==> src/verilog/sarc_map.svh <==
// Constants for the converter sequencing and serial readout block
`ifndef SARC_MAP_SVH
`define SARC_MAP_SVH
`define SARC_W           14
`define SARC_MSB         13
`define SARC_CLK_NS      40
`define SARC_CONV_MAX_NS 2250
`define SARC_CYC_MAX_NS  2500
`define SARC_BUSY_NS     70
`define SARC_LEAD_NS     7
`define SARC_EXT_HI_NS   20000
`define SARC_DIV         3
`define SARC_BIT_W       4
`define SARC_HI_W        10
`define SARC_CNT_W       8
`endif

==> src/verilog/sarc_pkg.sv <==
// Types shared by the converter sequencing and readout block
`default_nettype none
`include "sarc_map.svh"
package sarc_pkg;
  typedef logic [`SARC_W-1:0] sarc_word_t;
  typedef struct packed {
    logic convert_start_n;
    logic power_down_n;
    logic rd_n;
    logic sclk;
    logic ext_clk_in;
    logic bipolar;
  } sarc_pins_t;
  typedef struct packed {
    logic dout;
    logic dout_oe;
    logic clk_out;
    logic clk_out_oe;
  } sarc_sout_t;
  typedef enum logic [1:0] {
    SARC_IDLE = 2'h0,
    SARC_CONV = 2'h1,
    SARC_DONE = 2'h3,
    SARC_FIN  = 2'h2
  } sarc_conv_t;
  typedef enum logic [1:0] {
    SARC_ACTIVE = 2'h0,
    SARC_NAP    = 2'h1,
    SARC_SLEEP  = 2'h3
  } sarc_pd_t;
endpackage
`default_nettype wire

==> src/verilog/sarc_fifo2.sv <==
// Two-entry result buffer between conversion and serial shifter
`default_nettype none
module sarc_fifo2 #(
  parameter int unsigned W = 14
) (
  input  wire logic         clock,
  input  wire logic         resetn,
  input  wire logic         in_valid,
  output logic              in_ready,
  input  wire logic [W-1:0] in_data,
  output logic              out_valid,
  input  wire logic         out_ready,
  output logic [W-1:0]      out_data
);
  logic [W-1:0] mem_q [2];
  logic [W-1:0] mem_d [2];
  logic         wr_q, wr_d, rd_q, rd_d;
  logic [1:0]   cnt_q, cnt_d;
  logic         push, pop;

  generate
    if (W < 1) begin : g_chk
      $error("sarc_fifo2: width must be at least one");
    end
  endgenerate

  // Honest flags from the fill count
  assign in_ready  = (cnt_q != 2'h2);
  assign out_valid = (cnt_q != 2'h0);
  assign out_data  = mem_q[rd_q];
  assign push      = in_valid && in_ready;
  assign pop       = out_valid && out_ready;

  // Next pointers, count and storage
  always_comb begin
    mem_d = mem_q;
    wr_d  = wr_q;
    rd_d  = rd_q;
    cnt_d = cnt_q;
    if (push) begin
      mem_d[wr_q] = in_data;
      wr_d        = ~wr_q;
    end
    if (pop) begin
      rd_d = ~rd_q;
    end
    if (push && !pop) begin
      cnt_d = cnt_q + 2'h1;
    end else if (pop && !push) begin
      cnt_d = cnt_q - 2'h1;
    end
  end

  always_ff @(posedge clock) begin
    if (!resetn) begin
      mem_q[0] <= '0;
      mem_q[1] <= '0;
      wr_q     <= 1'b0;
      rd_q     <= 1'b0;
      cnt_q    <= 2'h0;
    end else begin
      mem_q <= mem_d;
      wr_q  <= wr_d;
      rd_q  <= rd_d;
      cnt_q <= cnt_d;
    end
  end
endmodule
`default_nettype wire

==> src/verilog/sarc_top.sv <==
// Conversion sequencer, SAR logic and serial result readout
`default_nettype none
`include "sarc_map.svh"
module sarc_top #(
  parameter int unsigned DIV      = `SARC_DIV,
  parameter int unsigned EXT_IDLE = `SARC_EXT_HI_NS / `SARC_CLK_NS
) (
  input  wire logic                 clock,
  input  wire logic                 resetn,
  input  wire sarc_pkg::sarc_pins_t pins,
  input  wire logic                 comp_hi,
  output logic [`SARC_W-1:0]        dac_code,
  output logic                      sample_hold,
  output logic                      busy_n,
  output sarc_pkg::sarc_sout_t      sout,
  output sarc_pkg::sarc_pd_t        pd_mode
);
  import sarc_pkg::*;

  localparam int CONV_MAX_CYC = `SARC_CONV_MAX_NS / `SARC_CLK_NS;
  localparam int CYC_MAX_CYC  = `SARC_CYC_MAX_NS / `SARC_CLK_NS;
  localparam int BUSY_CYC     = (`SARC_BUSY_NS / `SARC_CLK_NS < 1) ? 1 :
                                `SARC_BUSY_NS / `SARC_CLK_NS;
  localparam int LEAD_CYC     = (`SARC_LEAD_NS + `SARC_CLK_NS - 1) /
                                `SARC_CLK_NS;
  localparam int CONV_CYC     = `SARC_W * DIV + 3;

  generate
    if (DIV < 1 || CONV_CYC > CONV_MAX_CYC || CONV_CYC > CYC_MAX_CYC ||
        LEAD_CYC > 1 || BUSY_CYC < 1 || DIV > 255 ||
        EXT_IDLE < 2 || EXT_IDLE > 1023) begin : g_chk
      $error("sarc_top: parameters cannot meet conversion timing");
    end
  endgenerate

  // Two-flop synchronisers for every pin; edges compare stage two with stage three
  sarc_pins_t s1_q, s2_q, s3_q;
  always_ff @(posedge clock) begin
    if (!resetn) begin
      s1_q <= '1;
      s2_q <= '1;
      s3_q <= '1;
    end else begin
      s1_q <= pins;
      s2_q <= s1_q;
      s3_q <= s2_q;
    end
  end
  logic cs_fall, pd_fall, sck_fall, ext_rise;
  assign cs_fall  = !s2_q.convert_start_n && s3_q.convert_start_n;
  assign pd_fall  = !s2_q.power_down_n && s3_q.power_down_n;
  assign sck_fall = !s2_q.sclk && s3_q.sclk;
  assign ext_rise = s2_q.ext_clk_in && !s3_q.ext_clk_in;

  // A line held high past its longest high time selects the internal clock
  logic [`SARC_HI_W-1:0] hi_q, hi_d;
  logic                  ext_mode;
  always_comb begin
    hi_d = hi_q;
    if (!s2_q.ext_clk_in) begin
      hi_d = '0;
    end else if (hi_q != `SARC_HI_W'(EXT_IDLE)) begin
      hi_d = hi_q + `SARC_HI_W'(1);
    end
  end
  always_ff @(posedge clock) begin
    if (!resetn) begin
      hi_q <= `SARC_HI_W'(EXT_IDLE);
    end else begin
      hi_q <= hi_d;
    end
  end
  assign ext_mode = (hi_q != `SARC_HI_W'(EXT_IDLE));

  // Power-down mode follows the read line at the power-down fall
  sarc_pd_t pd_q, pd_d;
  always_comb begin
    pd_d = pd_q;
    if (s2_q.power_down_n) begin
      pd_d = SARC_ACTIVE;
    end else if (pd_fall) begin
      pd_d = s2_q.rd_n ? SARC_SLEEP : SARC_NAP;
    end
  end
  always_ff @(posedge clock) begin
    if (!resetn) begin
      pd_q <= SARC_ACTIVE;
    end else begin
      pd_q <= pd_d;
    end
  end
  assign pd_mode = pd_q;

  // Conversion sequencer and successive approximation register
  sarc_conv_t           st_q, st_d;
  sarc_word_t           sar_q, sar_d, result;
  logic [`SARC_BIT_W-1:0] bit_q, bit_d;
  logic [7:0]           div_q, div_d;
  logic                 ext_conv_q, ext_conv_d;
  logic                 busy_q, busy_d, clk_out_q, clk_out_d;
  logic                 step, accept, fifo_ready, push;

  // A start is refused while busy, powered down or the buffer is full
  assign accept = cs_fall && st_q == SARC_IDLE && fifo_ready &&
                  pd_q == SARC_ACTIVE;
  assign step   = ext_conv_q ? ext_rise : (div_q == 8'(DIV - 1));
  assign push   = (st_q == SARC_DONE);
  // Offset binary to two's complement by flipping the sign bit
  assign result = s2_q.bipolar ? {~sar_q[`SARC_MSB], sar_q[`SARC_MSB-1:0]}
                               : sar_q;

  always_comb begin
    st_d       = st_q;
    sar_d      = sar_q;
    bit_d      = bit_q;
    div_d      = div_q;
    ext_conv_d = ext_conv_q;
    case (st_q)
      SARC_IDLE: begin
        if (accept) begin
          st_d       = SARC_CONV;
          sar_d      = '0;
          sar_d[`SARC_MSB] = 1'b1;
          bit_d      = `SARC_BIT_W'(`SARC_MSB);
          div_d      = 8'h00;
          ext_conv_d = ext_mode;
        end
      end
      SARC_CONV: begin
        div_d = step ? 8'h00 : div_q + 8'h01;
        if (step) begin
          sar_d[bit_q] = comp_hi;
          if (bit_q == `SARC_BIT_W'(0)) begin
            st_d = SARC_DONE;
          end else begin
            sar_d[bit_q - `SARC_BIT_W'(1)] = 1'b1;
            bit_d = bit_q - `SARC_BIT_W'(1);
          end
        end
      end
      SARC_DONE: begin
        st_d = SARC_FIN; // Word enters the buffer on this edge
      end
      SARC_FIN: begin
        st_d = SARC_IDLE;
      end
      default: begin
        st_d = SARC_IDLE;
      end
    endcase
    busy_d    = (st_d == SARC_IDLE);
    clk_out_d = (st_d == SARC_CONV) &&
                (ext_conv_d ? s2_q.ext_clk_in : div_d < 8'(DIV / 2 + 1));
  end

  always_ff @(posedge clock) begin
    if (!resetn) begin
      st_q       <= SARC_IDLE;
      sar_q      <= '0;
      bit_q      <= '0;
      div_q      <= 8'h00;
      ext_conv_q <= 1'b0;
      busy_q     <= 1'b1;
      clk_out_q  <= 1'b0;
    end else begin
      st_q       <= st_d;
      sar_q      <= sar_d;
      bit_q      <= bit_d;
      div_q      <= div_d;
      ext_conv_q <= ext_conv_d;
      busy_q     <= busy_d;
      clk_out_q  <= clk_out_d;
    end
  end
  assign busy_n      = busy_q;
  assign dac_code    = sar_q;
  assign sample_hold = (st_q == SARC_IDLE);

  // Buffer lets a slow reader miss no word; a full buffer refuses starts
  sarc_word_t fifo_data;
  logic       fifo_valid, load;
  sarc_fifo2 #(.W(`SARC_W)) u_buf (
    .clock     (clock),
    .resetn    (resetn),
    .in_valid  (push),
    .in_ready  (fifo_ready),
    .in_data   (result),
    .out_valid (fifo_valid),
    .out_ready (load),
    .out_data  (fifo_data)
  );

  // Serial shifter: MSB presented at load, next bit after each fall while read is low
  sarc_word_t             sh_q, sh_d;
  logic [`SARC_BIT_W-1:0] cnt_q, cnt_d;
  assign load = fifo_valid && (cnt_q == `SARC_BIT_W'(0));
  always_comb begin
    sh_d  = sh_q;
    cnt_d = cnt_q;
    if (load) begin
      sh_d  = fifo_data;
      cnt_d = `SARC_BIT_W'(`SARC_W);
    end else if (sck_fall && !s2_q.rd_n && cnt_q != `SARC_BIT_W'(0)) begin
      sh_d  = {sh_q[`SARC_MSB-1:0], 1'b0};
      cnt_d = cnt_q - `SARC_BIT_W'(1);
    end
  end
  always_ff @(posedge clock) begin
    if (!resetn) begin
      sh_q  <= '0;
      cnt_q <= '0;
    end else begin
      sh_q  <= sh_d;
      cnt_q <= cnt_d;
    end
  end

  // Pin drivers enabled only during a read
  assign sout.dout       = sh_q[`SARC_MSB];
  assign sout.dout_oe    = !s2_q.rd_n;
  assign sout.clk_out    = clk_out_q;
  assign sout.clk_out_oe = !s2_q.rd_n;

  // Helper: cycles spent converting
  logic [`SARC_CNT_W-1:0] conv_cnt_q;
  always_ff @(posedge clock) begin
    if (!resetn || st_q == SARC_IDLE) begin
      conv_cnt_q <= '0;
    end else if (conv_cnt_q != '1) begin
      conv_cnt_q <= conv_cnt_q + `SARC_CNT_W'(1);
    end
  end
endmodule
`default_nettype wire

==> config.mk <==
export PLATFORM = sky130hd
export DESIGN_NAME = sarc_top
export DESIGN_NICKNAME = d
export VERILOG_FILES = /design/src/verilog/sarc_pkg.sv /design/src/verilog/sarc_fifo2.sv /design/src/verilog/sarc_top.sv
export VERILOG_INCLUDE_DIRS = /design/src /design/src/verilog
export SDC_FILE = /design/constraint.sdc
export NUM_CORES = 1
export LEC_CHECK = 0
export ABC_AREA = 0
export BUFFER_PORTS_ARGS = -buffer_cell sky130_fd_sc_hd__buf_2
export CORE_MARGIN = 4
export CORE_UTILIZATION = 33
export DETAILED_ROUTE_END_ITERATION = 10
export GPL_ROUTABILITY_DRIVEN = 0
export PLACE_DENSITY = 0.54
export SLEW_MARGIN = 15
export SYNTH_ARGS = -nofsm -noshare
export SYNTH_HDL_FRONTEND = slang
export SYNTH_SLANG_ARGS = --single-unit
==> constraint.sdc <==
create_clock -name clock -period 4.6 [get_ports clock]
set_clock_uncertainty 0.2 [all_clocks]
set_input_delay 0.92 -clock clock [delete_from_list [all_inputs] [get_ports clock]]
set_output_delay 0.92 -clock clock [all_outputs]
set_load 0.01 [all_outputs]
After elaboration in Yosys (flattened, before gate mapping)
Cells that the tools add are included.
{"block": "op_classes", "eq_ne": 11, "n_addsub": 6, "magnitude_cmp": 8, "reduce_logical": 40, "muxes": 40, "bitwise_logic": 7}
{"op": "14-bit 2-to-1 mux", "count": 10}
{"op": "28-bit bitwise mux", "count": 1}
{"op": "14-bit one-hot mux with 2 select lines", "count": 1}
{"op": "4-bit 2-to-1 mux", "count": 5}
{"op": "1-bit logical AND", "count": 18}
{"op": "9-bit 2-to-1 mux", "count": 2}
{"op": "8-bit 2-to-1 mux", "count": 2}
{"op": "8-bit one-hot mux with 2 select lines", "count": 1}
{"op": "14-bit bitwise mux", "count": 1}
{"op": "14-bit demux with 1-bit select", "count": 1}
{"op": "14-bit bitwise OR", "count": 1}
{"op": "2-bit 2-to-1 mux", "count": 6}
{"op": "10-bit by 1-bit adder with 10-bit output, second input constant", "count": 1}
{"op": "4-bit by 5-bit less-than comparator with 1-bit output, second input constant", "count": 2}
{"op": "10-bit by 9-bit inequality test with 1-bit output, second input constant", "count": 1}
{"op": "8-bit by 1-bit adder with 8-bit output, second input constant", "count": 1}
{"op": "1-bit demux with 4-bit select", "count": 2}
{"op": "8-bit by 2-bit == test with 1-bit output, second input constant", "count": 1}
{"op": "4-bit by 1-bit greater-or-equal comparator with 1-bit output, second input constant", "count": 2}
{"op": "4-bit zero test", "count": 2}
{"op": "8-bit by 2-bit less-than comparator with 1-bit output, second input constant", "count": 1}
{"op": "2-bit one-hot mux with 4 select lines", "count": 1}
{"op": "4-bit one-hot mux with 2 select lines", "count": 1}
{"op": "2-bit nonzero test", "count": 4}
{"op": "other kinds (19)", "count": 44}
{"block": "totals", "in_bits": 9, "output_inout_bits": 22, "elab_cells": 146, "ff_bits": 109}

Depth between registers and ports, before layout
Gate-level depths: netlist of run 1.
{"block": "logic_depth", "word_depth": 10, "ltp_mapped": 9, "depth_no_buf": 8}

By module
Synthesis of run 1 repeated with hierarchy kept, for this count alone.
{"block": "unflattened", "hier_cells": 600, "area_unflattened_um2": 5222.5}
{"mod": "sarc_top", "area_per_inst_um2": 3756.1, "seq_area_each_um2": 1541.5, "cells_per_inst": 456, "n_inst": 1}
{"mod": "sarc_fifo2", "area_per_inst_um2": 1466.4, "seq_area_each_um2": 640.6, "cells_per_inst": 144, "n_inst": 1}

Worst setup path before layout of run 1
OpenSTA, ideal clock, no wires.
{"block": "synth_path", "kind": "register to register", "from": "reg cnt_q[0]", "to": "reg u_buf.cnt_q[1]", "t_required_ps": 4330, "n_path_buf": 1, "synth_period_minus_slack_ps": 2305, "path_stages_with_launch": 9, "arrival_time_ps": 2034, "slack_ps": 2295, "setup_time_ps": 70, "cell_sequence": "dfxtp_1 inv_1 ha_1 o211a_1 clkinv_1 clkbuf_1 ha_1 or3_1 a21oi_1"}
{"block": "synth_via", "elab_chain_cells": 6, "word_cells_on_any_way": 8, "cone_classes": "mux: 1; reduce/logical: 7"}
{"item": "from (decl)", "line": "sarc_top.sv:195", "source": "logic [`SARC_BIT_W-1:0] cnt_q, cnt_d;"}
{"item": "from (signal assigned)", "line": "sarc_top.sv:214", "source": "cnt_q <= cnt_d;"}
{"item": "4-bit zero test (*)", "line": "sarc_top.sv:196", "source": "assign load = fifo_valid && (cnt_q == `SARC_BIT_W'(0));"}
{"item": "1-bit logical AND (*)", "line": "sarc_top.sv:196"}
{"item": "1-bit logical AND (*)", "line": "sarc_fifo2.sv:32", "source": "assign pop = out_valid && out_ready;"}
{"item": "1-bit zero test", "line": "sarc_fifo2.sv:47", "source": "if (push && !pop) begin"}
{"item": "1-bit logical AND", "line": "sarc_fifo2.sv:47"}
{"item": "2-bit 2-to-1 mux or 2-bit nonzero test (tied branches)"}
{"item": "to (signal assigned)", "line": "sarc_fifo2.sv:65", "source": "cnt_q <= cnt_d;"}
{"item": "to (decl)", "line": "sarc_fifo2.sv:18", "source": "logic [1:0] cnt_q, cnt_d;"}
Mark *: on every way between the ends. The rest lies on a longest branch, timed or not.
A chain may end at the register's enable or synchronous reset.

Final worst setup path of run 1
{"block": "layout_path", "from": "reg cnt_q[0]", "to": "reg sh_q[5]"}
{"block": "layout_via", "elab_chain_cells": 3, "word_cells_on_any_way": 6, "cone_classes": "mux: 1; reduce/logical: 5"}
{"item": "4-bit zero test or 4-bit nonzero test (tied branches)", "line": "sarc_top.sv:196, sarc_top.sv:203"}
{"item": "1-bit logical AND (on tied branches)", "line": "sarc_top.sv:196, sarc_top.sv:203"}
{"item": "14-bit 2-to-1 mux or 2-bit nonzero test (tied branches)"}
{"item": "to (signal assigned)", "line": "sarc_top.sv:210", "source": "sh_q <= '0;"}
{"item": "to (signal assigned)", "line": "sarc_top.sv:213", "source": "sh_q <= sh_d;"}
{"item": "to (decl)", "line": "sarc_top.sv:194", "source": "sarc_word_t sh_q, sh_d;"}
Several ways; a longest one is shown, not always the timed one.

==> impl_metrics.env, run 1 <==
export IMPL_status="finished, final reports clean"
export IMPL_io_pins=31
export IMPL_max_stage_delay_ps=920
export IMPL_die_w_um=133
export IMPL_cts_made_buffers=9
export IMPL_crit_buf_inv=1
export IMPL_cp_top_family="compound AO/OA/AOI/OAI gates"
export IMPL_gr_total_overflow=0
export IMPL_root_buffer="clkbuf_16"
export IMPL_syn_to_final_growth_pct=8.51
export IMPL_wirelength_um=11900
export IMPL_finalCriticalPeriod_ps=2950
export IMPL_grt_usage_pct=13.8
export IMPL_finalSetupTns_ps=0
export IMPL_rsz0062_at_grt="no"
export IMPL_synth_yosys_seq_area_share_pct=42.3
export IMPL_syn_inst=587
export IMPL_vias=4001
export IMPL_drive_gt1_share_pct=11.0
export IMPL_total_power_mw=2.08
export IMPL_cts_tree="built"
export IMPL_path_clk_slew_ps=70
export IMPL_wire_per_inst_um=15.1
export IMPL_synth_edf_count=0
export IMPL_synth_avg_cell_area_um2=8.79
export IMPL_power_leakage_nw=2.05
export IMPL_synth_area_um2=5160
export IMPL_clkLatencyLatePin_ps=340
export IMPL_crit_chain="inv_1, ha_1, a2111oi_4, nor2_1, a221oi_1, nor2_1"
export IMPL_slew_limit_headroom_pct=29.5
export IMPL_p_per_area_nw_per_um2=372
export IMPL_min_path_type="reg -> reg"
export IMPL_synth_simple_area_share_pct=20.8
export IMPL_initialDrtViolationCount=352
export IMPL_yosysUniqueCellTypes=68
export IMPL_max_slew_worst_pin_slew_ps=1060
export IMPL_hold_viol=0
export IMPL_io_buffers=30
export IMPL_row_count=45
export IMPL_diodes=0
export IMPL_cp_arrival_ps=2950
export IMPL_yosys_mux_area_fraction_pct=7.76
export IMPL_multi_input_area_um2=2630
export IMPL_synth_warnings=0
export IMPL_place_hpwl_um=7990
export IMPL_dpl_cell_area_um2=5310
export IMPL_required_ps=4600
export IMPL_grt_pass1_wl_um=20200
export IMPL_start_util_pct=33.8
export IMPL_maxSlewViolCount=0
export IMPL_cpMaxStageDelayCell="a2111oi_4"
export IMPL_antenna_left=0
export IMPL_path_class="reg -> reg"
export IMPL_cts_buffer_depth=2
export IMPL_grt_max_degree=68
export IMPL_post_cts_resized=0
export IMPL_start_kind="register"
export IMPL_register_area_um2=2180
export IMPL_via_per_inst=5.05
export IMPL_htree_levels=3
export IMPL_cp_common_cell="nor2_1"
export IMPL_stdcell_area_um2=5600
export IMPL_final_core_utilization_pct=36.7
export IMPL_cts_sinks=109
export IMPL_layout_commonest_cell="dfxtp_1"
export IMPL_max_freq_mhz=339
export IMPL_coreArea_um2=15300
export IMPL_end_kind="register"
export IMPL_post_route_drc_count=0
export IMPL_first_global_vias=3908
export IMPL_mostFrequentLayoutCells="dfxtp_1 (109), nor2_1 (67), nand2_1 (47)"
export IMPL_synth_ff_type="dfxtp_1"
export IMPL_synth_adder_area_share_pct=2.67
export IMPL_fin_nets=597
export IMPL_die_area_um2=17700
export IMPL_synth_seq_cells=109
export IMPL_drt_pass1_iter_count=5
export IMPL_hold_slack_ps=207
export IMPL_path_max_fanout=19
export IMPL_cap_violations=0
export IMPL_postCtsSetupBuffers=0
export IMPL_die_h_um=133
export IMPL_syn_num_nets=607
export IMPL_cts_hold_buf=0
export IMPL_fill_cells=1542
export IMPL_async_flop_share_pct=0
export IMPL_peakVddDrop_v=0.000199
export IMPL_synth_compound_area_share_pct=17.1
export IMPL_setup_viol=0
export IMPL_synth_xor_area_share_pct=2.72
export IMPL_synth_top_family_by_area="simple AND/OR/NAND/NOR gates"
export IMPL_period_share_pct=64.0
export IMPL_antenna_found_initial=0
==> stage by stage <==
stage                     cells  worst slack (ps)
after floorplan             587              2300
after global placement      777              1950
after detailed placement    777              1750
after CTS                   793              1650
after global routing        793              1450
final                       793              1650
==> power breakdown <==
group	leakage, nW	switching [mW]	total [mW]	internal, mW
sequential	0.885	0.0624	1.05	0.986
clock	0.139	0.352	0.738	0.386
combinational	1.03	0.183	0.297	0.114
==> Yosys cell counts (all sizes together), types with 2 or more instances <==
cell     instances  share of area [%]
nand3           33                3.2
nand3b           5               0.73
a221oi          14                2.4
nand4            2               0.24
o211a            2               0.39
nor3             4               0.39
nor2b            5               0.61
ha              11                2.7
and2             5               0.61
o22ai            2               0.24
nand2           48                3.5
a21boi           3               0.44
nor4             2               0.36
clkbuf          30                2.2
o211ai           5               0.73
a2111oi          2               0.70
a32oi            3               0.66
nor2            67                4.9
or3              4               0.61
o311ai           3               0.51
nand2b          18                2.2
inv             15                1.1
o21ai           16                1.8
o21a             9                1.3
mux2i           40                7.8
a41oi            3               0.51
dfxtp          109                 42
a21oi           45                4.4
o31ai            2               0.56
a311oi           3               0.51
or2              2               0.24
xor2            10                1.7
nor3b            3               0.44
buf             24                3.3
xnor2            6                1.0
and3            13                1.6
==> path summary, 6_finish.rpt <==
check	from	to	slack, ps	cells after the start
worst min register to register	s1_q[3]$_SDFF_PN1_	s2_q[3]$_SDFF_PN1_	210	1
worst max-delay path	cnt_q[0]$_SDFFE_PP0P_	sh_q[5]$_SDFFE_PN0P_	1650	6
worst max register to register	cnt_q[0]$_SDFFE_PP0P_	sh_q[5]$_SDFFE_PN0P_	1650	6
worst min-delay path	s1_q[3]$_SDFF_PN1_	s2_q[3]$_SDFF_PN1_	210	1
==> routing by layer <==
layer  vias up  global-route usage, %  wire, µm
li1       2031                      -         -
met1      1893                   19.5      5960
met2        71                   21.1      5410
met3         6                   3.31       491
met4         0                   3.58        81
met5         -                      0         0
==> cells by family (layout without fill, tap and decap cells) <==
logic type	count (synthesis)	after routing
AO/OA/AOI/OAI	123	123
XOR/XNOR	16	16
adder cells (fa/ha/maj)	11	11
buffers and inverters	70	65
flip-flops	109	109
multiplexers	40	40
AND/OR/NAND/NOR	218	218
==> state kept, by name, summed over array words and instances (netlist names) <==
name and flops:
clk_out_q 1, sh_q 14, s2_q 6, pd_mode 2
s3_q 4, div_q 8, u_buf.mem_q 28, busy_n 1
hi_q 10, s1_q 6, st_q 2, ext_conv_q 1
u_buf.cnt_q 2, cnt_q 4, dac_code 14, u_buf.wr_q 1
bit_q 4, u_buf.rd_q 1
==> layout make-up <==
class                           instances  area share, %
Multi-Input combinational cell        408           47.0
Sequential cell                       109           39.0
Tap cell                              211           4.72
Clock buffer                           10           4.27
Timing Repair Buffer                   33           3.08
Inverter                               16           1.07
Clock inverter                          6          0.849
No activity file was read; power rests on OpenSTA's default activity.
==> run 2, diff against run 1 <==
Settings changed: ABC_AREA 0 to 1, PLACE_DENSITY 0.54 to 0.55.
Clock period 4.6 ns to 2.5 ns, I/O delays scaled along.
==> run 2 against run 1 <==
  * Critical path depth up 5
  * First-iteration DRC count down 27%
  * Highest routed layer unchanged
  * Hold slack worse by 76 ps
  * Core utilization up 0.28 points
  * Count of clock-buffer cells in the layout unchanged
  * Sequential cell count unchanged
  * Global-route usage down 0.33 points
  * Critical endpoint is now dac_code[4]$_SDFFE_PN0P_
  * Combinational power up 130%
  * Routed wire length down 6.3%
  * Largest cell class unchanged
  * Non-clock buffer count up 5
  * Via count up 5.6%
==> impl_metrics.env, run 2 <==
export IMPL_peakVddDrop_v=0.000380
export IMPL_syn_inst=710
export IMPL_diodes=0
export IMPL_grt_max_degree=43
export IMPL_dpl_cell_area_um2=5320
export IMPL_coreArea_um2=15200
export IMPL_cp_arrival_ps=2090
export IMPL_stdcell_area_um2=5620
export IMPL_post_route_drc_count=0
export IMPL_hold_path_end="s1_q[1]$_SDFF_PN1_"
export IMPL_cts_tree="built"
export IMPL_synth_edf_count=0
export IMPL_mostFrequentLayoutCells="nand2_1 (164), dfxtp_1 (109), inv_1 (79)"
export IMPL_synth_area_top_cells="dfxtp_1 (43%), nand2_1 (12%), o21ai_0 (7.0%)"
export IMPL_register_area_um2=2180
export IMPL_preCtsSetupSlack_ps=537
export IMPL_layout_commonest_cell="nand2_1"
export IMPL_fill_cells=1639
export IMPL_wire_per_inst_um=12.3
export IMPL_synthMostInstantiatedCell="nand2_1"
export IMPL_setup_viol=0
export IMPL_place_inst=893
export IMPL_dr_wl_met3_um=393
export IMPL_maxSlewViolCount=0
export IMPL_largest_register="u_buf.mem_q"
export IMPL_root_buffer="clkbuf_16"
export IMPL_min_path_type="in -> reg"
export IMPL_synth_seq_cells=109
export IMPL_p_per_area_nw_per_um2=715
export IMPL_period_share_pct=80.0
export IMPL_wl_met2_um=4880
export IMPL_antenna_found_initial=0
export IMPL_p_switching_mw=1.20
export IMPL_syn_num_nets=730
export IMPL_gr_total_overflow=0
export IMPL_die_area_um2=17600
export IMPL_io_buffers=30
export IMPL_clkLatencyLatePin_ps=360
export IMPL_io_pins=31
export IMPL_syn_to_final_growth_pct=9.48
export IMPL_r2r_start="bit_q[0]$_SDFFE_PN0P_"
export IMPL_start_kind="register"
export IMPL_multi_input_area_um2=2370
export IMPL_cts_made_buffers=9
export IMPL_rsz0062_at_grt="no"
export IMPL_place_hpwl_um=7900
export IMPL_first_global_vias=3913
export IMPL_largest_reg_flops=28
export IMPL_post_cts_resized=0
export IMPL_yosys_top_cells_count="nand2_1 (164), dfxtp_1 (109), inv_1 (80)"
export IMPL_power_leakage_nw=2.40
export IMPL_yosysUniqueCellTypes=41
export IMPL_drt_met1_wl_um=5780
export IMPL_fin_nets=736
export IMPL_top_layer="met4"
export IMPL_path_class="reg -> reg"
export IMPL_hold_viol=0
export IMPL_p_int_mw=2.82
export IMPL_max_freq_mhz=500
export IMPL_row_count=45
export IMPL_setup_slack_ps=500
export IMPL_instances_no_fill=909
export IMPL_grt_usage_pct=13.5
export IMPL_async_flop_share_pct=0
export IMPL_hold_depth=2
export IMPL_cts_sinks=109
export IMPL_initialDrtViolationCount=256
export IMPL_path_clk_slew_ps=70
export IMPL_finalCriticalPeriod_ps=2000
export IMPL_max_slew_worst_pin_slew_ps=508
export IMPL_drt_pass1_iter_count=4
export IMPL_reg2regPathDepth=11
export IMPL_required_ps=2590
export IMPL_status="finished, final reports clean"
export IMPL_hold_path_startpoint="pins[1]"
export IMPL_die_w_um=133
export IMPL_htree_levels=3
export IMPL_cap_violations=0
export IMPL_synth_yosys_seq_area_share_pct=42.5
export IMPL_cts_buffer_depth=2
export IMPL_end_kind="register"
export IMPL_drive_gt1_share_pct=13.2
export IMPL_synth_avg_cell_area_um2=7.23
export IMPL_synth_ff_type="dfxtp_1"
export IMPL_synth_warnings=0
export IMPL_path_max_fanout=5
export IMPL_antenna_left=0
export IMPL_slew_limit_headroom_pct=66.1
export IMPL_finalSetupTns_ps=0
export IMPL_swShare_pct=29.9
export IMPL_synth_area_um2=5130
export IMPL_p_comb_share_pct=17.2
export IMPL_worstReg2RegEnd="dac_code[4]$_SDFFE_PN0P_"
export IMPL_synth_top_cell_area_share_pct=42.5
export IMPL_via_per_inst=4.65
export IMPL_r2r_slack_ps=500
export IMPL_seqPwrFrac_pct=46.8
export IMPL_wirelength_um=11200
export IMPL_vias=4224
export IMPL_clock_power_share_pct=36.0
export IMPL_synth_area_leader_cell="dfxtp_1"
export IMPL_die_h_um=133
export IMPL_postCtsSetupBuffers=0
export IMPL_grt_pass1_wl_um=19500
export IMPL_start_util_pct=33.8
export IMPL_cts_hold_buf=0
-- run 2: cell type report --
cell class,instances,share of cell area [%]
flip-flops and latches,109,38.8
repair buffers,38,3.74
inverters,85,5.68
clock buffers,10,4.07
multi-input cells,473,42.2
clock inverters,6,1.29
well taps,188,4.19
-- run 2: how the worst max path moves through the flow --
stage / depth (start not counted) / endpoint / startpoint
floorplan: 10 / u_buf.cnt_q[1]$_SDFFE_PN0P_ / cnt_q[1]$_SDFFE_PN0P_
global placement: 11 / bit_q[0]$_SDFFE_PN0P_ / div_q[0]$_SDFFE_PN0P_
detailed placement: 10 / dac_code[13]$_SDFFE_PN0P_ / div_q[0]$_SDFFE_PN0P_
CTS: 10 / dac_code[13]$_SDFFE_PN0P_ / div_q[0]$_SDFFE_PN0P_
global route: 10 / u_buf.cnt_q[1]$_SDFFE_PN0P_ / cnt_q[1]$_SDFFE_PN0P_
finish: 11 / dac_code[4]$_SDFFE_PN0P_ / bit_q[0]$_SDFFE_PN0P_
-- run 2: metrics by stage --
stage	utilization (%)	total power [mW]	hold WS (ps)
after global placement	35.0	2.62	194
after detailed placement	35.0	2.62	197
after CTS	37.0	4.08	114
after global routing	37.0	4.26	121
final	37.0	4.02	131
after floorplan	-	2.46	192
-- run 2: kinds of logic (layout without fill, tap and decap cells) --
| logic type | after synthesis | count (layout) | synth area share (%) |
|---|---|---|---|
| compound gates | 151 | 151 | 15.9 |
| flops | 109 | 109 | 42.5 |
| fa+ha+maj | 11 | 11 | 2.68 |
| xor+xnor | 4 | 4 | 0.682 |
| mux | 4 | 4 | 0.780 |
| simple gates | 303 | 303 | 26.2 |
| buf+inv | 128 | 139 | 11.3 |
-- run 2: metal layers --
metal / global-route usage [%] / vias up
li1: - / 2278
met1: 19.4 / 1873
met2: 19.9 / 61
met3: 3.27 / 12
met4: 4.04 / 0
met5: 0 / -
-- run 2: power by group through the flow --
stage | Combinational (mW) | Sequential [mW] | Clock (mW)
after floorplan | 0.558 | 1.90 | 0
after global placement | 0.701 | 1.92 | 0
after detailed placement | 0.696 | 1.92 | 0
after CTS | 0.698 | 1.88 | 1.50
after global routing | 0.794 | 1.89 | 1.58
final | 0.690 | 1.88 | 1.45
-- run 2: critical path, cell delays in order (launching register included) --
cell	delay (ps)
dfxtp_1	400
inv_1	110
ha_1	250
nand2_1	80
inv_1	60
nor2_1	150
inv_1	110
nor2_1	230
nand2_1	80
o21ai_0	80
nand2_1	70
a21oi_1	140
==> run 3, diff against run 2 <==
Settings changed: ABC_AREA 1 to 0, PLACE_DENSITY 0.55 to 0.54.
Clock period 2.5 ns to 1.9 ns, I/O delays scaled along.
==> run 3 against run 2 <==
  * The flow now finishes with violations (setup timing)
  * Register-to-register slack worse by 730 ps
  * Cell area grew 15%
  * Combinational power is 62% higher
  * Via count up 3.3%
  * Critical path depth fell by 4
  * Maximum frequency shrank 6.2%
  * Count of clock-buffer cells in the layout fell by 1
  * Sequential share of layout area down 4.9 points
  * Die area up 0.46%
  * Global-route usage rose by 0.79 points
  * Sequential cell count stayed put
  * Final cell count is 5.0% lower
  * Critical endpoint is now bit_q[0]$_SDFFE_PN0P_
  * Largest cell class unchanged
==> impl_metrics.env, run 3 (same netlist as run 1, synthesis figures left out) <==
export IMPL_start_kind="register"
export IMPL_grt_usage_pct=14.2
export IMPL_largest_register="u_buf.mem_q"
export IMPL_wirelength_um=12700
export IMPL_antenna_left=0
export IMPL_syn_to_final_growth_pct=25.1
export IMPL_die_area_um2=17700
export IMPL_start_util_pct=33.8
export IMPL_path_clk_slew_ps=80
export IMPL_place_hpwl_um=8560
export IMPL_cts_made_buffers=9
export IMPL_reg2regPathDepth=7
export IMPL_finalSetupTns_ps=-3760
export IMPL_status="finished, violations left"
export IMPL_path_class="reg -> reg"
export IMPL_antenna_found_initial=0
export IMPL_min_path_type="in -> reg"
export IMPL_clock_power_share_pct=35.0
export IMPL_cts_buffer_depth=2
export IMPL_hold_viol=0
export IMPL_cts_tree="built"
export IMPL_root_buffer="clkbuf_16"
export IMPL_peakVddDrop_v=0.000479
export IMPL_p_comb_share_pct=20.2
export IMPL_swShare_pct=29.1
export IMPL_layout_commonest_cell="dfxtp_1"
export IMPL_hold_slack_ps=14.9
export IMPL_grt_pass1_wl_um=20900
export IMPL_slew_limit_headroom_pct=69.2
export IMPL_wire_per_inst_um=14.7
export IMPL_hold_depth=2
export IMPL_max_freq_mhz=469
export IMPL_vias=4363
export IMPL_initialDrtViolationCount=333
export IMPL_violations="setup timing"
export IMPL_p_switching_mw=1.61
export IMPL_die_w_um=133
export IMPL_gr_total_overflow=0
export IMPL_path_max_fanout=8
export IMPL_clkLatencyLatePin_ps=350
export IMPL_post_route_drc_count=0
export IMPL_io_buffers=30
export IMPL_cap_violations=0
export IMPL_setup_slack_ps=-234
export IMPL_row_count=45
export IMPL_cp_arrival_ps=2180
export IMPL_largest_reg_flops=28
export IMPL_fin_nets=668
export IMPL_rsz0062_at_grt="yes"
export IMPL_first_global_vias=4169
export IMPL_grt_max_degree=68
export IMPL_io_pins=31
export IMPL_htree_levels=3
export IMPL_die_h_um=133
export IMPL_diodes=0
export IMPL_p_int_mw=3.92
export IMPL_period_share_pct=112
export IMPL_via_per_inst=5.05
export IMPL_finalCriticalPeriod_ps=2130
export IMPL_mostFrequentLayoutCells="dfxtp_1 (105), nor2_1 (62), buf_4 (57)"
export IMPL_final_core_utilization_pct=42.3
export IMPL_drt_pass1_iter_count=5
export IMPL_maxSlewViolCount=0
export IMPL_drive_gt1_share_pct=26.3
export IMPL_setup_viol=27
export IMPL_power_leakage_nw=2.47
export IMPL_max_slew_worst_pin_slew_ps=462
export IMPL_seqPwrFrac_pct=44.7
export IMPL_end_kind="register"
export IMPL_required_ps=1950
export IMPL_preCtsSetupSlack_ps=-255
export IMPL_cts_sinks=109
export IMPL_coreArea_um2=15300
export IMPL_p_per_area_nw_per_um2=858
==> run 3: cell types whose count changed in the layout (fill, tap and decap cells not counted), sizes merged, moves of 8 or more <==
cell | before | now
nand2 | 171 | 50
inv | 85 | 19
o21ai | 74 | 16
buf | 38 | 95
mux2i | 4 | 40
nand2b | 0 | 18
nand3 | 19 | 33
a221oi | 1 | 14
a31oi | 14 | 1
and3 | 0 | 13
or2 | 15 | 2
nor2 | 80 | 68
o21a | 1 | 9
==> run 3: worst paths after layout <==
check | from | slack, ps | to
setup reg to reg | div_q[0]$_SDFFE_PN0P_ | -230 | bit_q[0]$_SDFFE_PN0P_
hold / removal | pins[0] | 10 | s1_q[0]$_SDFF_PN1_
hold reg to reg | s1_q[3]$_SDFF_PN1_ | 210 | s2_q[3]$_SDFF_PN1_
setup / recovery | div_q[0]$_SDFFE_PN0P_ | -230 | bit_q[0]$_SDFFE_PN0P_
==> run 3: final cells by class <==
type / instances / area, µm²
tap: 211 / 264
timing repair buffer: 100 / 744
inverter: 16 / 61.3
multi-input combinational: 412 / 2890
clock buffer: 9 / 225
sequential: 109 / 2190
clock inverter: 7 / 78.8
fill: 1511 / 8800
==> run 3: critical path: stages, from the launching register on <==
cell and delay [ps]:
dfxtp_2 330, inv_2 60, ha_1 130, or3b_4 410
o31a_4 340, o21ai_4 230, a21oi_1 110, a311oi_1 230
==> run 3: what timing repair did <==
action	in CTS	in global routing
hold endpoints to repair	5	0
cloned	2	2
setup endpoints to repair	42	58
gates resized for setup	15	24
pin swaps	5	5
buffers inserted	3	6
hold buffers	5	0
==> run 3: power by group through the flow <==
stage | logic, mW | clock network [mW] | registers (mW)
after floorplan | 0.685 | 0 | 2.51
after global placement | 0.972 | 0 | 2.52
after detailed placement | 0.993 | 0 | 2.52
after CTS | 1.04 | 1.99 | 2.47
after global routing | 1.23 | 2.07 | 2.50
final | 1.12 | 1.94 | 2.48
==> run 3: routing by layer <==
layer	share of wire [%]	vias up	global-route usage [%]
met5	0	-	0
met4	1.4	0	4.04
met3	4.6	18	3.31
met2	44	99	22.7
met1	50	2071	19.3
li1	-	2175	-
==> run 3: stage by stage <==
step	instance area [µm²]	power (mW)	instances
after floorplan	5270	3.19	587
after global placement	5820	3.49	830
after detailed placement	5820	3.51	830
after CTS	6280	5.50	856
after global routing	6450	5.80	864
final	6450	5.54	864
